$ cat config.mk
export PLATFORM = sky130hd
export DESIGN_NAME = bus_hold_smm_stopclock_ctrl
export DESIGN_NICKNAME = d
export VERILOG_FILES = /design/src/core/arb_pkg.sv /design/src/core/bus_hold_smm_stopclock_ctrl.sv /design/src/core/pin_sync.sv
export SDC_FILE = /design/constraint.sdc
export NUM_CORES = 1
export LEC_CHECK = 0
export ABC_AREA = 1
export BUFFER_PORTS_ARGS = -buffer_cell sky130_fd_sc_hd__buf_4
export CORE_MARGIN = 8
export CORE_UTILIZATION = 35
export CTS_BUF_LIST = sky130_fd_sc_hd__clkbuf_2 sky130_fd_sc_hd__clkbuf_4 sky130_fd_sc_hd__clkbuf_8
export DETAILED_ROUTE_END_ITERATION = 12
export PLACE_DENSITY = 0.65
export SYNTH_ARGS = -nofsm -noshare
export SYNTH_HDL_FRONTEND = slang
export SYNTH_SLANG_ARGS = --single-unit
$ cat constraint.sdc
create_clock -name core_clk -period 1.15 [get_ports core_clk]
set_clock_uncertainty 0.2 [all_clocks]
set_input_delay 0.1725 -clock core_clk [delete_from_list [all_inputs] [get_ports core_clk]]
set_output_delay 0.1725 -clock core_clk [all_outputs]
set_load 0.005 [all_outputs]
$ cat src/core/arb_pkg.sv
// constants and types shared by the bus release and special state control
package arb_pkg;
  localparam int unsigned CLK_PERIOD_NS = 25;
  localparam int unsigned SYNC_STAGES = 2;
  localparam logic [3:0] SAVE_CYCLES = 4'h4;
  localparam logic [3:0] RESTORE_CYCLES = 4'h4;
  localparam logic [3:0] DRAIN_CYCLES = 4'h3;
  localparam logic [3:0] CNT_ZERO = 4'h0;

  typedef enum logic [2:0] {
    CORE_RUN,
    CORE_SAVE,
    CORE_MGMT,
    CORE_RESTORE,
    CORE_DRAIN,
    CORE_GRANT,
    CORE_STOPPED
  } core_state_e;

  typedef enum logic [1:0] {
    BUS_OWNED,
    BUS_HOLD,
    BUS_BACKOFF
  } bus_state_e;
endpackage

$ cat src/core/bus_hold_smm_stopclock_ctrl.sv
// bus release, management mode and stop clock control of the processor
`timescale 1ns/1ps
module bus_hold_smm_stopclock_ctrl
  import arb_pkg::*;
(
  input wire logic core_clk,
  input wire logic rst_n,
  input wire logic sys_mgmt_irq_n,
  input wire logic stop_clock_req_n,
  input wire logic bus_hold_request,
  input wire logic backoff_n,
  input wire logic non_burst_ready_n,
  input wire logic burst_ready_n,
  input wire logic core_bus_req,
  input wire logic cycle_active,
  input wire logic cycle_last,
  input wire logic locked_seq,
  input wire logic instr_boundary,
  input wire logic string_iter,
  input wire logic resume_exec,
  input wire logic higher_irq,
  output logic internal_bus_request,
  output logic hold_acknowledge,
  output logic bus_float,
  output logic cycle_restart,
  output logic cycle_done,
  output logic sys_mgmt_active_n,
  output logic sys_mgmt_mode,
  output logic core_halted,
  output logic stop_grant_cycle
);
  // ---------------------------------------------------------------
  // input synchronisers
  // ---------------------------------------------------------------
  logic smi_s;
  logic stop_clock_req_n_s;
  logic hold_s;
  logic backoff_n_s;

  pin_sync #(.RESET_VAL(1'b1)) u_smi (
    .core_clk(core_clk), .rst_n(rst_n), .pin_in(sys_mgmt_irq_n), .pin_sync_out(smi_s));
  pin_sync #(.RESET_VAL(1'b1)) u_stp (
    .core_clk(core_clk), .rst_n(rst_n), .pin_in(stop_clock_req_n), .pin_sync_out(stop_clock_req_n_s));
  pin_sync #(.RESET_VAL(1'b0)) u_hold (
    .core_clk(core_clk), .rst_n(rst_n), .pin_in(bus_hold_request), .pin_sync_out(hold_s));
  pin_sync #(.RESET_VAL(1'b1)) u_backoff_n (
    .core_clk(core_clk), .rst_n(rst_n), .pin_in(backoff_n), .pin_sync_out(backoff_n_s));

  // ---------------------------------------------------------------
  // bus ownership: hold and backoff
  // ---------------------------------------------------------------
  bus_state_e bus_q, bus_d;
  logic in_seq_q, in_seq_d;
  logic hold_acknowledge_q, hold_acknowledge_d;
  logic float_q, float_d;
  logic restart_q, restart_d;
  logic done_q, done_d;
  logic internal_bus_request_q, internal_bus_request_d;
  logic ready_seen;
  logic seq_end;

  // backoff masks ready, so a cycle cut short never completes
  assign ready_seen = backoff_n_s && (!non_burst_ready_n || !burst_ready_n);
  // a locked sequence counts as one unit for hold
  assign seq_end = cycle_active && cycle_last && ready_seen && !locked_seq;

  always_comb begin
    bus_d = bus_q;
    in_seq_d = in_seq_q;
    restart_d = 1'b0;
    done_d = 1'b0;
    internal_bus_request_d = core_bus_req;
    if (cycle_active && cycle_last && ready_seen) begin
      done_d = 1'b1;
    end
    if (cycle_active && !seq_end) begin
      in_seq_d = 1'b1;
    end else if (seq_end) begin
      in_seq_d = 1'b0;
    end
    case (bus_q)
      BUS_OWNED: begin
        if (!backoff_n_s) begin
          bus_d = BUS_BACKOFF;
        // grant on the closing ready itself, so back-to-back cycles cannot starve hold
        end else if (hold_s && (seq_end || (!in_seq_q && !cycle_active))) begin
          bus_d = BUS_HOLD;
        end
      end
      BUS_HOLD: begin
        if (!backoff_n_s) begin
          bus_d = BUS_BACKOFF;
        end else if (!hold_s) begin
          bus_d = BUS_OWNED;
        end
      end
      BUS_BACKOFF: begin
        if (backoff_n_s) begin
          bus_d = BUS_OWNED;
          restart_d = in_seq_q;
          in_seq_d = 1'b0;
        end
      end
      default: bus_d = BUS_OWNED;
    endcase
    hold_acknowledge_d = (bus_d == BUS_HOLD);
    float_d = (bus_d != BUS_OWNED);
  end

  always_ff @(posedge core_clk) begin
    if (!rst_n) begin
      bus_q <= BUS_OWNED;
      in_seq_q <= 1'b0;
      hold_acknowledge_q <= 1'b0;
      float_q <= 1'b0;
      restart_q <= 1'b0;
      done_q <= 1'b0;
      internal_bus_request_q <= 1'b0;
    end else begin
      bus_q <= bus_d;
      in_seq_q <= in_seq_d;
      hold_acknowledge_q <= hold_acknowledge_d;
      float_q <= float_d;
      restart_q <= restart_d;
      done_q <= done_d;
      internal_bus_request_q <= internal_bus_request_d;
    end
  end

  assign internal_bus_request = internal_bus_request_q;
  assign hold_acknowledge = hold_acknowledge_q;
  assign bus_float = float_q;
  assign cycle_restart = restart_q;
  assign cycle_done = done_q;

  // ---------------------------------------------------------------
  // management mode and stop clock sequencing
  // ---------------------------------------------------------------
  core_state_e core_q, core_d;
  logic smi_prev_q, smi_prev_d;
  logic smi_pend_q, smi_pend_d;
  logic [3:0] cnt_q, cnt_d;
  logic active_n_q, active_n_d;
  logic mode_q, mode_d;
  logic halted_q, halted_d;
  logic grant_q, grant_d;
  logic take_point;
  logic smi_fall;

  assign smi_fall = smi_prev_q && !smi_s;
  // boundary or string iteration, outside any locked sequence
  assign take_point = (instr_boundary || string_iter) && !locked_seq;

  always_comb begin
    core_d = core_q;
    smi_prev_d = smi_s;
    smi_pend_d = smi_pend_q || smi_fall; // set wins; only one edge held
    cnt_d = (cnt_q != CNT_ZERO) ? cnt_q - 4'h1 : CNT_ZERO;
    grant_d = 1'b0;
    case (core_q)
      CORE_RUN: begin
        if (take_point && smi_pend_q) begin
          core_d = CORE_SAVE;
          smi_pend_d = smi_fall;
          cnt_d = SAVE_CYCLES;
        end else if (take_point && !stop_clock_req_n_s && !higher_irq) begin
          core_d = CORE_DRAIN;
          cnt_d = DRAIN_CYCLES;
        end
      end
      CORE_SAVE: begin
        if (cnt_q == CNT_ZERO) begin
          core_d = CORE_MGMT;
        end
      end
      CORE_MGMT: begin
        // handler runs uninterrupted; pending edge waits for resume
        if (resume_exec) begin
          core_d = CORE_RESTORE;
          cnt_d = RESTORE_CYCLES;
        end
      end
      CORE_RESTORE: begin
        if (cnt_q == CNT_ZERO) begin
          core_d = CORE_RUN;
        end
      end
      CORE_DRAIN: begin
        // grant is a bus cycle, so wait for ownership
        if (cnt_q == CNT_ZERO && bus_q == BUS_OWNED) begin
          core_d = CORE_GRANT;
          grant_d = 1'b1;
        end
      end
      CORE_GRANT: core_d = CORE_STOPPED;
      CORE_STOPPED: begin
        if (stop_clock_req_n_s) begin
          core_d = CORE_RUN;
        end
      end
      default: core_d = CORE_RUN;
    endcase
    active_n_d = !(core_d == CORE_SAVE || core_d == CORE_MGMT
      || core_d == CORE_RESTORE);
    mode_d = !active_n_d;
    halted_d = (core_d == CORE_GRANT || core_d == CORE_STOPPED);
  end

  always_ff @(posedge core_clk) begin
    if (!rst_n) begin
      core_q <= CORE_RUN;
      smi_prev_q <= 1'b1;
      smi_pend_q <= 1'b0;
      cnt_q <= CNT_ZERO;
      active_n_q <= 1'b1;
      mode_q <= 1'b0;
      halted_q <= 1'b0;
      grant_q <= 1'b0;
    end else begin
      core_q <= core_d;
      smi_prev_q <= smi_prev_d;
      smi_pend_q <= smi_pend_d;
      cnt_q <= cnt_d;
      active_n_q <= active_n_d;
      mode_q <= mode_d;
      halted_q <= halted_d;
      grant_q <= grant_d;
    end
  end

  assign sys_mgmt_active_n = active_n_q;
  assign sys_mgmt_mode = mode_q;
  assign core_halted = halted_q;
  assign stop_grant_cycle = grant_q;
endmodule

$ cat src/core/pin_sync.sv
// two flip-flop synchroniser for one asynchronous pin
`timescale 1ns/1ps
module pin_sync
  import arb_pkg::*;
#(
  parameter logic RESET_VAL = 1'b1
) (
  input wire logic core_clk,
  input wire logic rst_n,
  input wire logic pin_in,
  output logic pin_sync_out
);
  logic meta_q;
  logic meta_d;
  logic sync_q;
  logic sync_d;

  // first stage only feeds the second
  always_comb begin
    meta_d = pin_in;
    sync_d = meta_q;
  end

  always_ff @(posedge core_clk) begin
    if (!rst_n) begin
      meta_q <= RESET_VAL;
      sync_q <= RESET_VAL;
    end else begin
      meta_q <= meta_d;
      sync_q <= sync_d;
    end
  end

  assign pin_sync_out = sync_q;
endmodule

==> results of run 1 <==
## logic make-up (layout without fill, tap and decap cells)
group / count (synthesis) / in the layout / share of synthesized area [%]
and+or+nand+nor: 92 / 92 / 36.9
AOI/OAI and AO/OA: 11 / 11 / 5.07
buffers and inverters: 27 / 75 / 8.99
DFF: 29 / 29 / 49.0
## area by class of cell
class	instances	area (µm²)
Clock inverter	1	30.0
Fill cell	310	1430
Clock buffer	7	58.8
Sequential cell	29	608
Inverter	25	104
Tap cell	46	57.6
Multi-Input combinational cell	103	642
Timing Repair Buffer	42	357
## power by group
part           internal, µW  leakage (µW)  switching, µW  total [µW]
combinational           287      0.000601            326         613
sequential             1080      0.000244           53.0        1130
clock                   543     0.0000489            350         892
## routing by layer
metal	vias up	share of wire (%)	wire length, µm	GRT usage, %
li1	578	-	-	-
met1	477	43	1210	11.3
met2	21	50	1380	17.9
met3	9	4.6	128	4.31
met4	0	2.4	67	6.65
met5	-	0	0	0
## cell usage in the layout (no fill, tap or decap), types with 7 or more instances in the layout
| master | synthesis | layout |
|---|---|---|
| nor2_4 | 1 | 9 |
| buf_4 | 1 | 29 |
| nand2_2 | 4 | 10 |
| nor2_1 | 21 | 12 |
| dfxtp_2 | 0 | 13 |
| buf_6 | 0 | 7 |
| inv_1 | 22 | 17 |
| or2_2 | 7 | 7 |
| dfxtp_1 | 29 | 13 |
| nand2_1 | 36 | 27 |
| nor2_2 | 7 | 8 |
## path summary, 6_finish.rpt
kind                            cells after the start  slack (ps)                       end
worst min-delay path                                4         -90                cycle_done
worst max register to register                      7        -160         sys_mgmt_active_n
worst max-delay path                                7        -160         sys_mgmt_active_n
worst min register to register                      1         220  u_backoff_n.pin_sync_out
## stage by stage
stage / worst slack (ps) / hold WS, ps / utilization [%]
finish: -161 / -93.4 / 56.5
global route: -210 / -67.9 / 56.5
CTS: -126 / -98.2 / 51.9
detailed placement: -173 / 158 / 46.3
global placement: -163 / 153 / 46.3
floorplan: -20.7 / 70.1 / -
## worst max-delay path: cells and delay by family (launching register included)
family / cells / cell delay (ps)
flops: 1 / 380
simple gates: 6 / 490
buf+inv: 1 / 140
## repair_timing
action / in CTS / in global routing
hold buffers: 6 / 1
endpoints found under the hold margin: 12 / 8
endpoints found under the setup margin: 11 / 25
pin swaps: 7 / 17
resized for setup: 12 / 51
setup buffers: 0 / 1
==> flow_summary.yaml, run 1 <==
synthesis:
  synth_area_leaders: "dfxtp_1, nand2_1, inv_1, nor2_1, nor2_2"
  avgSynthCellArea_um2: 7.44
  synth-edff-count: 0
  ys_types: 21
  yosysSeqAreaShare_pct: 49.0
  yosysMostFrequentCell: "nand2_1"
  ys_ff_latch: 29
  async_reset_ff_share_pct: 0
  synth_top_area_share_pct: 49.0
  ys_warn_count: 0
  synth_fp_nets: 175
  synth_area_leader_cell: "dfxtp_1"
  synth_common_cells: "nand2_1, dfxtp_1, inv_1, nor2_1, nand3_1"
  synth_flop_cell: "dfxtp_1"
  syn_area_um2: 1180
  syn_inst: 159
power:
  power.density_nw_per_um2: 1420
  finalPower_uw: 2640
  leakagePower_uw: 0.000894
  peakVddDrop_v: 0.000775
layout:
  largest_register: "cnt_q"
  reg_top3: "cnt_q: 4 flops, core_q: 3 flops, bus_q: 2 flops"
  syn_to_final_growth_pct: 56.9
  fin_nets: 222
  layout.cells.non_filler: 253
  final_layout_size_suffix_gt1_share_pct: 55.6
  final_area_um2: 1860
  diodes: 0
  largest_reg_flops: 4
clock_network:
  cts_root_buf: "clkbuf_4"
  clk_path_buf_depth: 2
  cts_buffers: 5
  clk_pin_slew_ps: 100
  cts_tree: "done"
  clkSinkCount: 29
  htreeDepth: 2
  worstSkewPairLatency_ps: 320
setup_path:
  max_stage_delay_ps: 380
  crit_type: "reg2reg"
  crit_top_cell: "nand2_2"
  critPathCaptureType: "register"
  critPathMaxFanout: 6
  arrival_ps: 1340
  setup.worst_path.start_class: "register"
  crit_start: "core_q[1]"
  cpMaxStageDelayCell: "dfxtp_4"
  r2r_start: "core_q[1]"
  path_cells: "buf_4, nor2_4, nand3_2, nand2_2, nor2_2, nand2_2, nand2_2"
  cp.required_ps: 1180
floorplan:
  core_region_area_um2: 3280
  num_io_pins: 25
  rows: 21
  die_w_um: 74.2
  start_util_pct: 36.0
  dieHeight_um: 74.2
  dieArea_um2: 5500
place:
  routabilityCongestion: 0.855
  hpwlAfterDp_um: 1890
  io_buffers: 24
  dpl-instance-area_um2: 1520
  dp_cells: 238
drt:
  ant_nets: 0
  num_vias: 1085
  totalWireLength_um: 2790
  avgRoutedWirePerCell_um: 11.0
  first_pass_iters: 3
  drcViolationCount: 0
  drt-initial-drc-count: 37
  via_per_inst: 4.29
timing:
  max_slew_margin_pct: 76.9
  finalSetupTns_ps: -1070
  fin_ws_ps: -161
  clock.fmax_ghz: 0.763
  finalSetupViolCount: 13
  hold_ws_ps: -93.4
  min_period_ps: 1310
  worstMarginPinSlew_ps: 343
  hold_viol_final: 8
  period_share_pct: 114
  drv_slew: 0
  rsz0062_at_grt: "yes"
status:
  violations: "negative hold slack, negative setup slack"
  status: "finished, violations left"
hold_path:
  worstHoldPathType: "in2reg"
  min-delay-start: "non_burst_ready_n"
global_routing:
  overflow: 0
  grt_use_total_pct: 10.8
  antenna_found_initial: 0
  grt_first_pass_wirelength_um: 4490
  first_global_vias: 1098
  grt_max_degree: 11
flow_run:
  maxCapViolations: 0
Note: power is estimated with default switching activity, not from simulation.
==> run 2: changes to the inputs <==
--- a/config.mk
+++ b/config.mk
@@ -5,13 +5,13 @@
 export SDC_FILE = /design/constraint.sdc
 export NUM_CORES = 1
 export LEC_CHECK = 0
-export ABC_AREA = 1
+export ABC_AREA = 0
 export BUFFER_PORTS_ARGS = -buffer_cell sky130_fd_sc_hd__buf_4
 export CORE_MARGIN = 8
 export CORE_UTILIZATION = 35
 export CTS_BUF_LIST = sky130_fd_sc_hd__clkbuf_2 sky130_fd_sc_hd__clkbuf_4 sky130_fd_sc_hd__clkbuf_8
 export DETAILED_ROUTE_END_ITERATION = 12
-export PLACE_DENSITY = 0.65
+export PLACE_DENSITY = 0.66
 export SYNTH_ARGS = -nofsm -noshare
 export SYNTH_HDL_FRONTEND = slang
 export SYNTH_SLANG_ARGS = --single-unit
==> run 2 against run 1 <==
Sequential share of layout area is 0.10 points higher. Critical endpoint is now cnt_q[1]. Clock power is 8.7% lower. Worst hold slack better by 99 ps. Cell count is 19% lower. Via count is 4.5% lower. Core utilization is 4.6 points higher. Largest power group unchanged. Worst setup slack worse by 360 ps. The run ends with negative setup slack left. Die area is 7.3% lower. First-iteration DRC count stayed put. Synthesized cell count is 35% lower. Register-to-register slack worse by 360 ps. Wire length is 6.1% higher. Critical path type unchanged.
==> flow_summary.yaml, run 2 <==
status:
  status: "finished, violations left"
  violations: "negative setup slack"
synthesis:
  synth_area_leaders: "dfxtp_1, nand2b_1, and2_1, a21oi_1, o21a_1"
  ys_types: 32
  yosysSeqAreaShare_pct: 54.0
  synth_flop_cell: "dfxtp_1"
  syn_inst: 104
  avgSynthCellArea_um2: 10.3
  synth_fp_nets: 120
  synth-edff-count: 0
  ys_ff_latch: 29
  synth_area_leader_cell: "dfxtp_1"
  async_reset_ff_share_pct: 0
  syn_area_um2: 1070
  ys_warn_count: 0
  yosysMostFrequentCell: "dfxtp_1"
  synth_top_area_share_pct: 54.0
  synth_common_cells: "dfxtp_1, nand2b_1, a21oi_1"
layout:
  reg_top3: "cnt_q: 4 flops, core_q: 3 flops, bus_q: 2 flops"
  largest_register: "cnt_q"
  final_area_um2: 1820
  layout_commonest_cell: "buf_4"
  diodes: 0
  fin_util_pct: 61.1
  fin_nets: 187
  syn_to_final_growth_pct: 69.4
  final_cell_mix: "buf_4, dfxtp_1, dfxtp_2"
  largest_reg_flops: 4
  final_layout_size_suffix_gt1_share_pct: 59.6
timing:
  period_share_pct: 145
  clock.fmax_ghz: 0.598
  worstMarginPinSlew_ps: 563
  min_period_ps: 1670
  max_slew_margin_pct: 62.4
  hold_viol_final: 0
  drv_slew: 0
  finalSetupViolCount: 16
  fin_ws_ps: -523
  finalSetupTns_ps: -4830
  rsz0062_at_grt: "yes"
setup_path:
  critPathMaxFanout: 3
  cp.buffers_inverters: 1
  critPathCaptureType: "register"
  cpLargestDelayFamily: "simple AND/OR/NAND/NOR gates"
  arrival_ps: 1750
  cp.required_ps: 1230
  crit_type: "reg2reg"
  setup.worst_path.start_class: "register"
  path_cells: "or3_4, or4_4, buf_4, a21oi_2"
  max_stage_delay_ps: 450
  cpMaxStageDelayCell: "or4_4"
flow_run:
  maxCapViolations: 0
drt:
  drt-initial-drc-count: 37
  first_pass_iters: 4
  ant_nets: 0
  totalWireLength_um: 2960
  avgRoutedWirePerCell_um: 14.5
  num_vias: 1036
  drcViolationCount: 0
  via_per_inst: 5.08
power:
  leakagePower_uw: 0.000789
  p_sw_share_pct: 24.6
  p_int_uw: 1740
  p_switching_uw: 567
  p_clk_share_pct: 35.3
  power.density_nw_per_um2: 1270
  peakVddDrop_v: 0.000773
  power_frac_comb_pct: 17.9
  seqPwrFrac_pct: 46.8
  finalPower_uw: 2310
global_routing:
  grtUsageMet2_pct: 21.0
  grt_use_total_pct: 11.9
  first_global_vias: 1138
  overflow: 0
  grt_max_degree: 15
  met1_usage_pct: 11.3
  grt_first_pass_wirelength_um: 4770
  busiest_layer: "met2"
  use_met3_pct: 4.04
  antenna_found_initial: 0
place:
  io_buffers: 24
  routabilityCongestion: 0.863
  dpl_worst_slack_ps: -545
  dpl-instance-area_um2: 1500
  hpwlAfterDp_um: 1900
clock_network:
  clk_path_buf_depth: 2
  cts_tree: "done"
  cts_hold_buf: 7
  worstSkewPairLatency_ps: 340
  clk_pin_slew_ps: 90
  cts_root_buf: "clkbuf_4"
  htreeDepth: 2
  clkSinkCount: 29
  cts_buffers: 5
floorplan:
  rows: 20
  core_region_area_um2: 2980
  num_io_pins: 25
  dieArea_um2: 5100
  die_w_um: 71.4
  start_util_pct: 36.1
  dieHeight_um: 71.4
hold_path:
  worstHoldPathType: "in2reg"
[run 2: changes by cell type after synthesis, sizes merged, moves of 4 or more]
cell	previous run	this run
nor2	29	5
o21a	0	4
inv	25	3
or2	9	4
nand3	11	2
and2	0	5
nor4	0	4
nand2	40	3
nand2b	0	8
[run 2: path summary, 6_finish.rpt]
check             slack, ps            endpoint  depth (start not counted)    startpoint
setup / recovery       -520            cnt_q[1]                          4     core_q[0]
hold / removal            6          cycle_done                          4    cycle_last
setup reg to reg       -520            cnt_q[1]                          4     core_q[0]
hold reg to reg         210  u_stp.pin_sync_out                          1  u_stp.meta_q
[run 2: worst register-to-register path, stage by stage (launching register included)]
cell and delay [ps]:
dfxtp_1 320, or3_4 390, or4_4 450, buf_4 160, a21oi_2 90
[run 2: power groups by stage]
| stage | Combinational (µW) | Sequential, µW | Clock [µW] |
|---|---|---|---|
| floorplan | 134 | 1100 | 0 |
| global placement | 304 | 1090 | 0 |
| detailed placement | 312 | 1100 | 0 |
| CTS | 392 | 1080 | 828 |
| global route | 445 | 1080 | 873 |
| finish | 413 | 1080 | 814 |
[run 2: routing by layer]
| layer | wire (µm) | part of all wire, % |
|---|---|---|
| met2 | 1580 | 53 |
| met1 | 1100 | 37 |
| met5 | 0 | 0 |
| met4 | 129 | 4.4 |
| met3 | 153 | 5.2 |
[run 2: cell type report]
class / instances / area (µm²)
Fill cell: 256 / 1160
Sequential cell: 29 / 598
Multi-Input combinational cell: 70 / 588
Timing Repair Buffer: 62 / 509
Tap cell: 33 / 41.3
Clock buffer: 5 / 37.5
Clock inverter: 2 / 35.0
Inverter: 3 / 11.3
[run 2: metrics by stage]
step                cells  hold slack (ps)
floorplan             104             45.5
global placement      184              158
detailed placement    184              161
CTS                   203            -2.93
global route          204            0.691
finish                204             5.73
[run 2: kinds of logic (layout without fill, tap and decap cells)]
group,Yosys count,after routing,synth area share [%]
AO/OA/AOI/OAI,27,27,18.2
buffers and inverters,5,72,2.44
flip-flops,29,29,54.0
AND/OR/NAND/NOR,43,43,25.4
[run 2: what timing repair did]
| item | in CTS | in global routing |
|---|---|---|
| setup endpoints to repair | 25 | 27 |
| buffers inserted | 5 | 3 |
| pin swaps | 7 | 7 |
| gates resized for setup | 22 | 15 |
| hold endpoints to repair | 8 | 1 |
==> run 3: changes to the inputs <==
--- a/config.mk
+++ b/config.mk
@@ -7,7 +7,6 @@
 export LEC_CHECK = 0
 export ABC_AREA = 0
 export BUFFER_PORTS_ARGS = -buffer_cell sky130_fd_sc_hd__buf_4
-export CORE_MARGIN = 8
 export CORE_UTILIZATION = 35
 export CTS_BUF_LIST = sky130_fd_sc_hd__clkbuf_2 sky130_fd_sc_hd__clkbuf_4 sky130_fd_sc_hd__clkbuf_8
 export DETAILED_ROUTE_END_ITERATION = 12
==> run 3 against run 2 <==
The flow finishes with violations (design-rule violations, negative setup slack). Final area shrank 1.8%. Critical path depth stayed put. Sequential share of layout area is 0.67 points higher. Combinational power barely moved. Clock power decreased by 28%. Fmax is 1.2% higher. Worst setup slack better by 20 ps.
==> flow_summary.yaml, run 3 (same netlist as run 2, synthesis figures left out) <==
layout:
  diodes: 0
  reg_top3: "cnt_q: 4 flops, core_q: 3 flops, bus_q: 2 flops"
  layout.cells.non_filler: 202
  fillers: 244
  fin_nets: 186
  largest_register: "cnt_q"
  final_layout_size_suffix_gt1_share_pct: 56.7
  layout_commonest_cell: "buf_4"
  largest_reg_flops: 4
  fin_util_pct: 63.2
  syn_to_final_growth_pct: 66.4
  final_cell_mix: "buf_4, dfxtp_1, dfxtp_2"
timing:
  period_share_pct: 144
  hold_viol_final: 0
  drv_slew: 0
  finalSetupViolCount: 14
  max_slew_margin_pct: 72.0
  fin_ws_ps: -503
  clock.fmax_ghz: 0.605
  rsz0062_at_grt: "yes"
  min_period_ps: 1650
  hold_ws_ps: 10.9
  worstMarginPinSlew_ps: 420
hold_path:
  hold_depth: 4
  worstHoldPathType: "in2reg"
  min-delay-start: "cycle_last"
  holdPathEnd: "cycle_done"
clock_network:
  cts_tree: "done"
  clk_path_buf_depth: 2
  clkSinkCount: 29
  cts_buffers: 5
  clk_pin_slew_ps: 100
  worstSkewPairLatency_ps: 320
  cts_root_buf: "clkbuf_4"
  htreeDepth: 2
floorplan:
  dieArea_um2: 3300
  die_w_um: 57.4
  start_util_pct: 38.0
  dieHeight_um: 57.4
  rows: 19
  core_region_area_um2: 2830
  num_io_pins: 25
power:
  peakVddDrop_v: 0.000893
  power.density_nw_per_um2: 1160
  leakagePower_uw: 0.000769
drt:
  via_per_inst: 5.00
  avgRoutedWirePerCell_um: 12.5
  ant_nets: 0
  first_pass_iters: 8
  drcViolationCount: 2
  drt-initial-drc-count: 31
  num_vias: 1010
  totalWireLength_um: 2520
global_routing:
  grt_use_total_pct: 17.2
  grt_first_pass_wirelength_um: 4200
  grt_max_degree: 15
  first_global_vias: 980
  overflow: 0
  antenna_found_initial: 0
setup_path:
  setup.worst_path.start_class: "register"
  crit_type: "reg2reg"
  cp.required_ps: 1230
  reg2reg_slack_ps: -500
  r2r_start: "core_q[0]"
  critPathMaxFanout: 3
  r2r_end: "core_halted"
  cpMaxStageDelayCell: "or4_4"
  reg2regPathDepth: 4
  path_cells: "or3_4, or4_4, a21oi_4, o21a_1"
  critPathCaptureType: "register"
  arrival_ps: 1730
  max_stage_delay_ps: 440
place:
  io_buffers: 24
  dp_cells: 180
  hpwlAfterDp_um: 1730
  routabilityCongestion: 0.770
status:
  violations: "design-rule violations, negative setup slack"
  status: "finished, violations left"
flow_run:
  maxCapViolations: 0
-- run 3: final cells by class --
class | count | area [µm²] | area share, %
flip-flops and latches | 29 | 599 | 33.5
inverters | 3 | 11.3 | 0.630
well taps | 31 | 38.8 | 2.17
repair buffers | 61 | 502 | 28.1
multi-input cells | 70 | 582 | 32.5
clock buffers | 5 | 37.5 | 2.10
clock inverters | 3 | 17.5 | 0.980
-- run 3: critical path, delay by kind of cell (launching register included) --
kind | cells | cell delay, ps
compound gates | 2 | 250
simple gates | 2 | 830
flops | 1 | 330
-- run 3: worst max path at each step --
stage              start            end  slack [ps]  cells after the start
2_1_floorplan  core_q[2]    core_halted        -520                      5
3_3_place_gp    cnt_q[3]  sys_mgmt_mode        -500                      4
3_5_place_dp    cnt_q[3]  sys_mgmt_mode        -520                      4
4_1_cts        core_q[0]    core_halted        -510                      4
5_1_grt        core_q[0]    core_halted        -560                      4
6_report       core_q[0]    core_halted        -500                      4
-- run 3: power breakdown --
group          internal [µW]  switching [µW]  leakage, µW
clock network            230             359    0.0000310
logic                    244             168     0.000496
registers               1050            24.3     0.000242
-- run 3: repair_timing --
item / 4_1_cts / 5_1_grt
gates resized for setup: 20 / 13
hold endpoints to repair: 8 / 0
hold buffers: 7 / 0
setup buffers: 7 / 1
pin swaps: 8 / 6
setup endpoints to repair: 16 / 26
-- run 3: per-stage QoR --
step           cell area (µm²)  setup TNS, ps  worst slack (ps)  total power [µW]
4_1_cts                   1730          -4440              -508              2080
3_5_place_dp              1490          -4870              -521              1400
2_1_floorplan             1110          -3240              -524              1240
3_3_place_gp              1490          -4530              -505              1390
5_1_grt                   1790          -5530              -564              2180
6_report                  1790          -4590              -503              2080
-- run 3: layer usage --
| layer | track usage (%) | wire [µm] | part of all wire [%] |
|---|---|---|---|
| met1 | 21.2 | 1140 | 45 |
| met2 | 26.9 | 1230 | 49 |
| met3 | 4.99 | 106 | 4.2 |
| met4 | 9.41 | 44 | 1.7 |
| met5 | 0 | 0 | 0 |
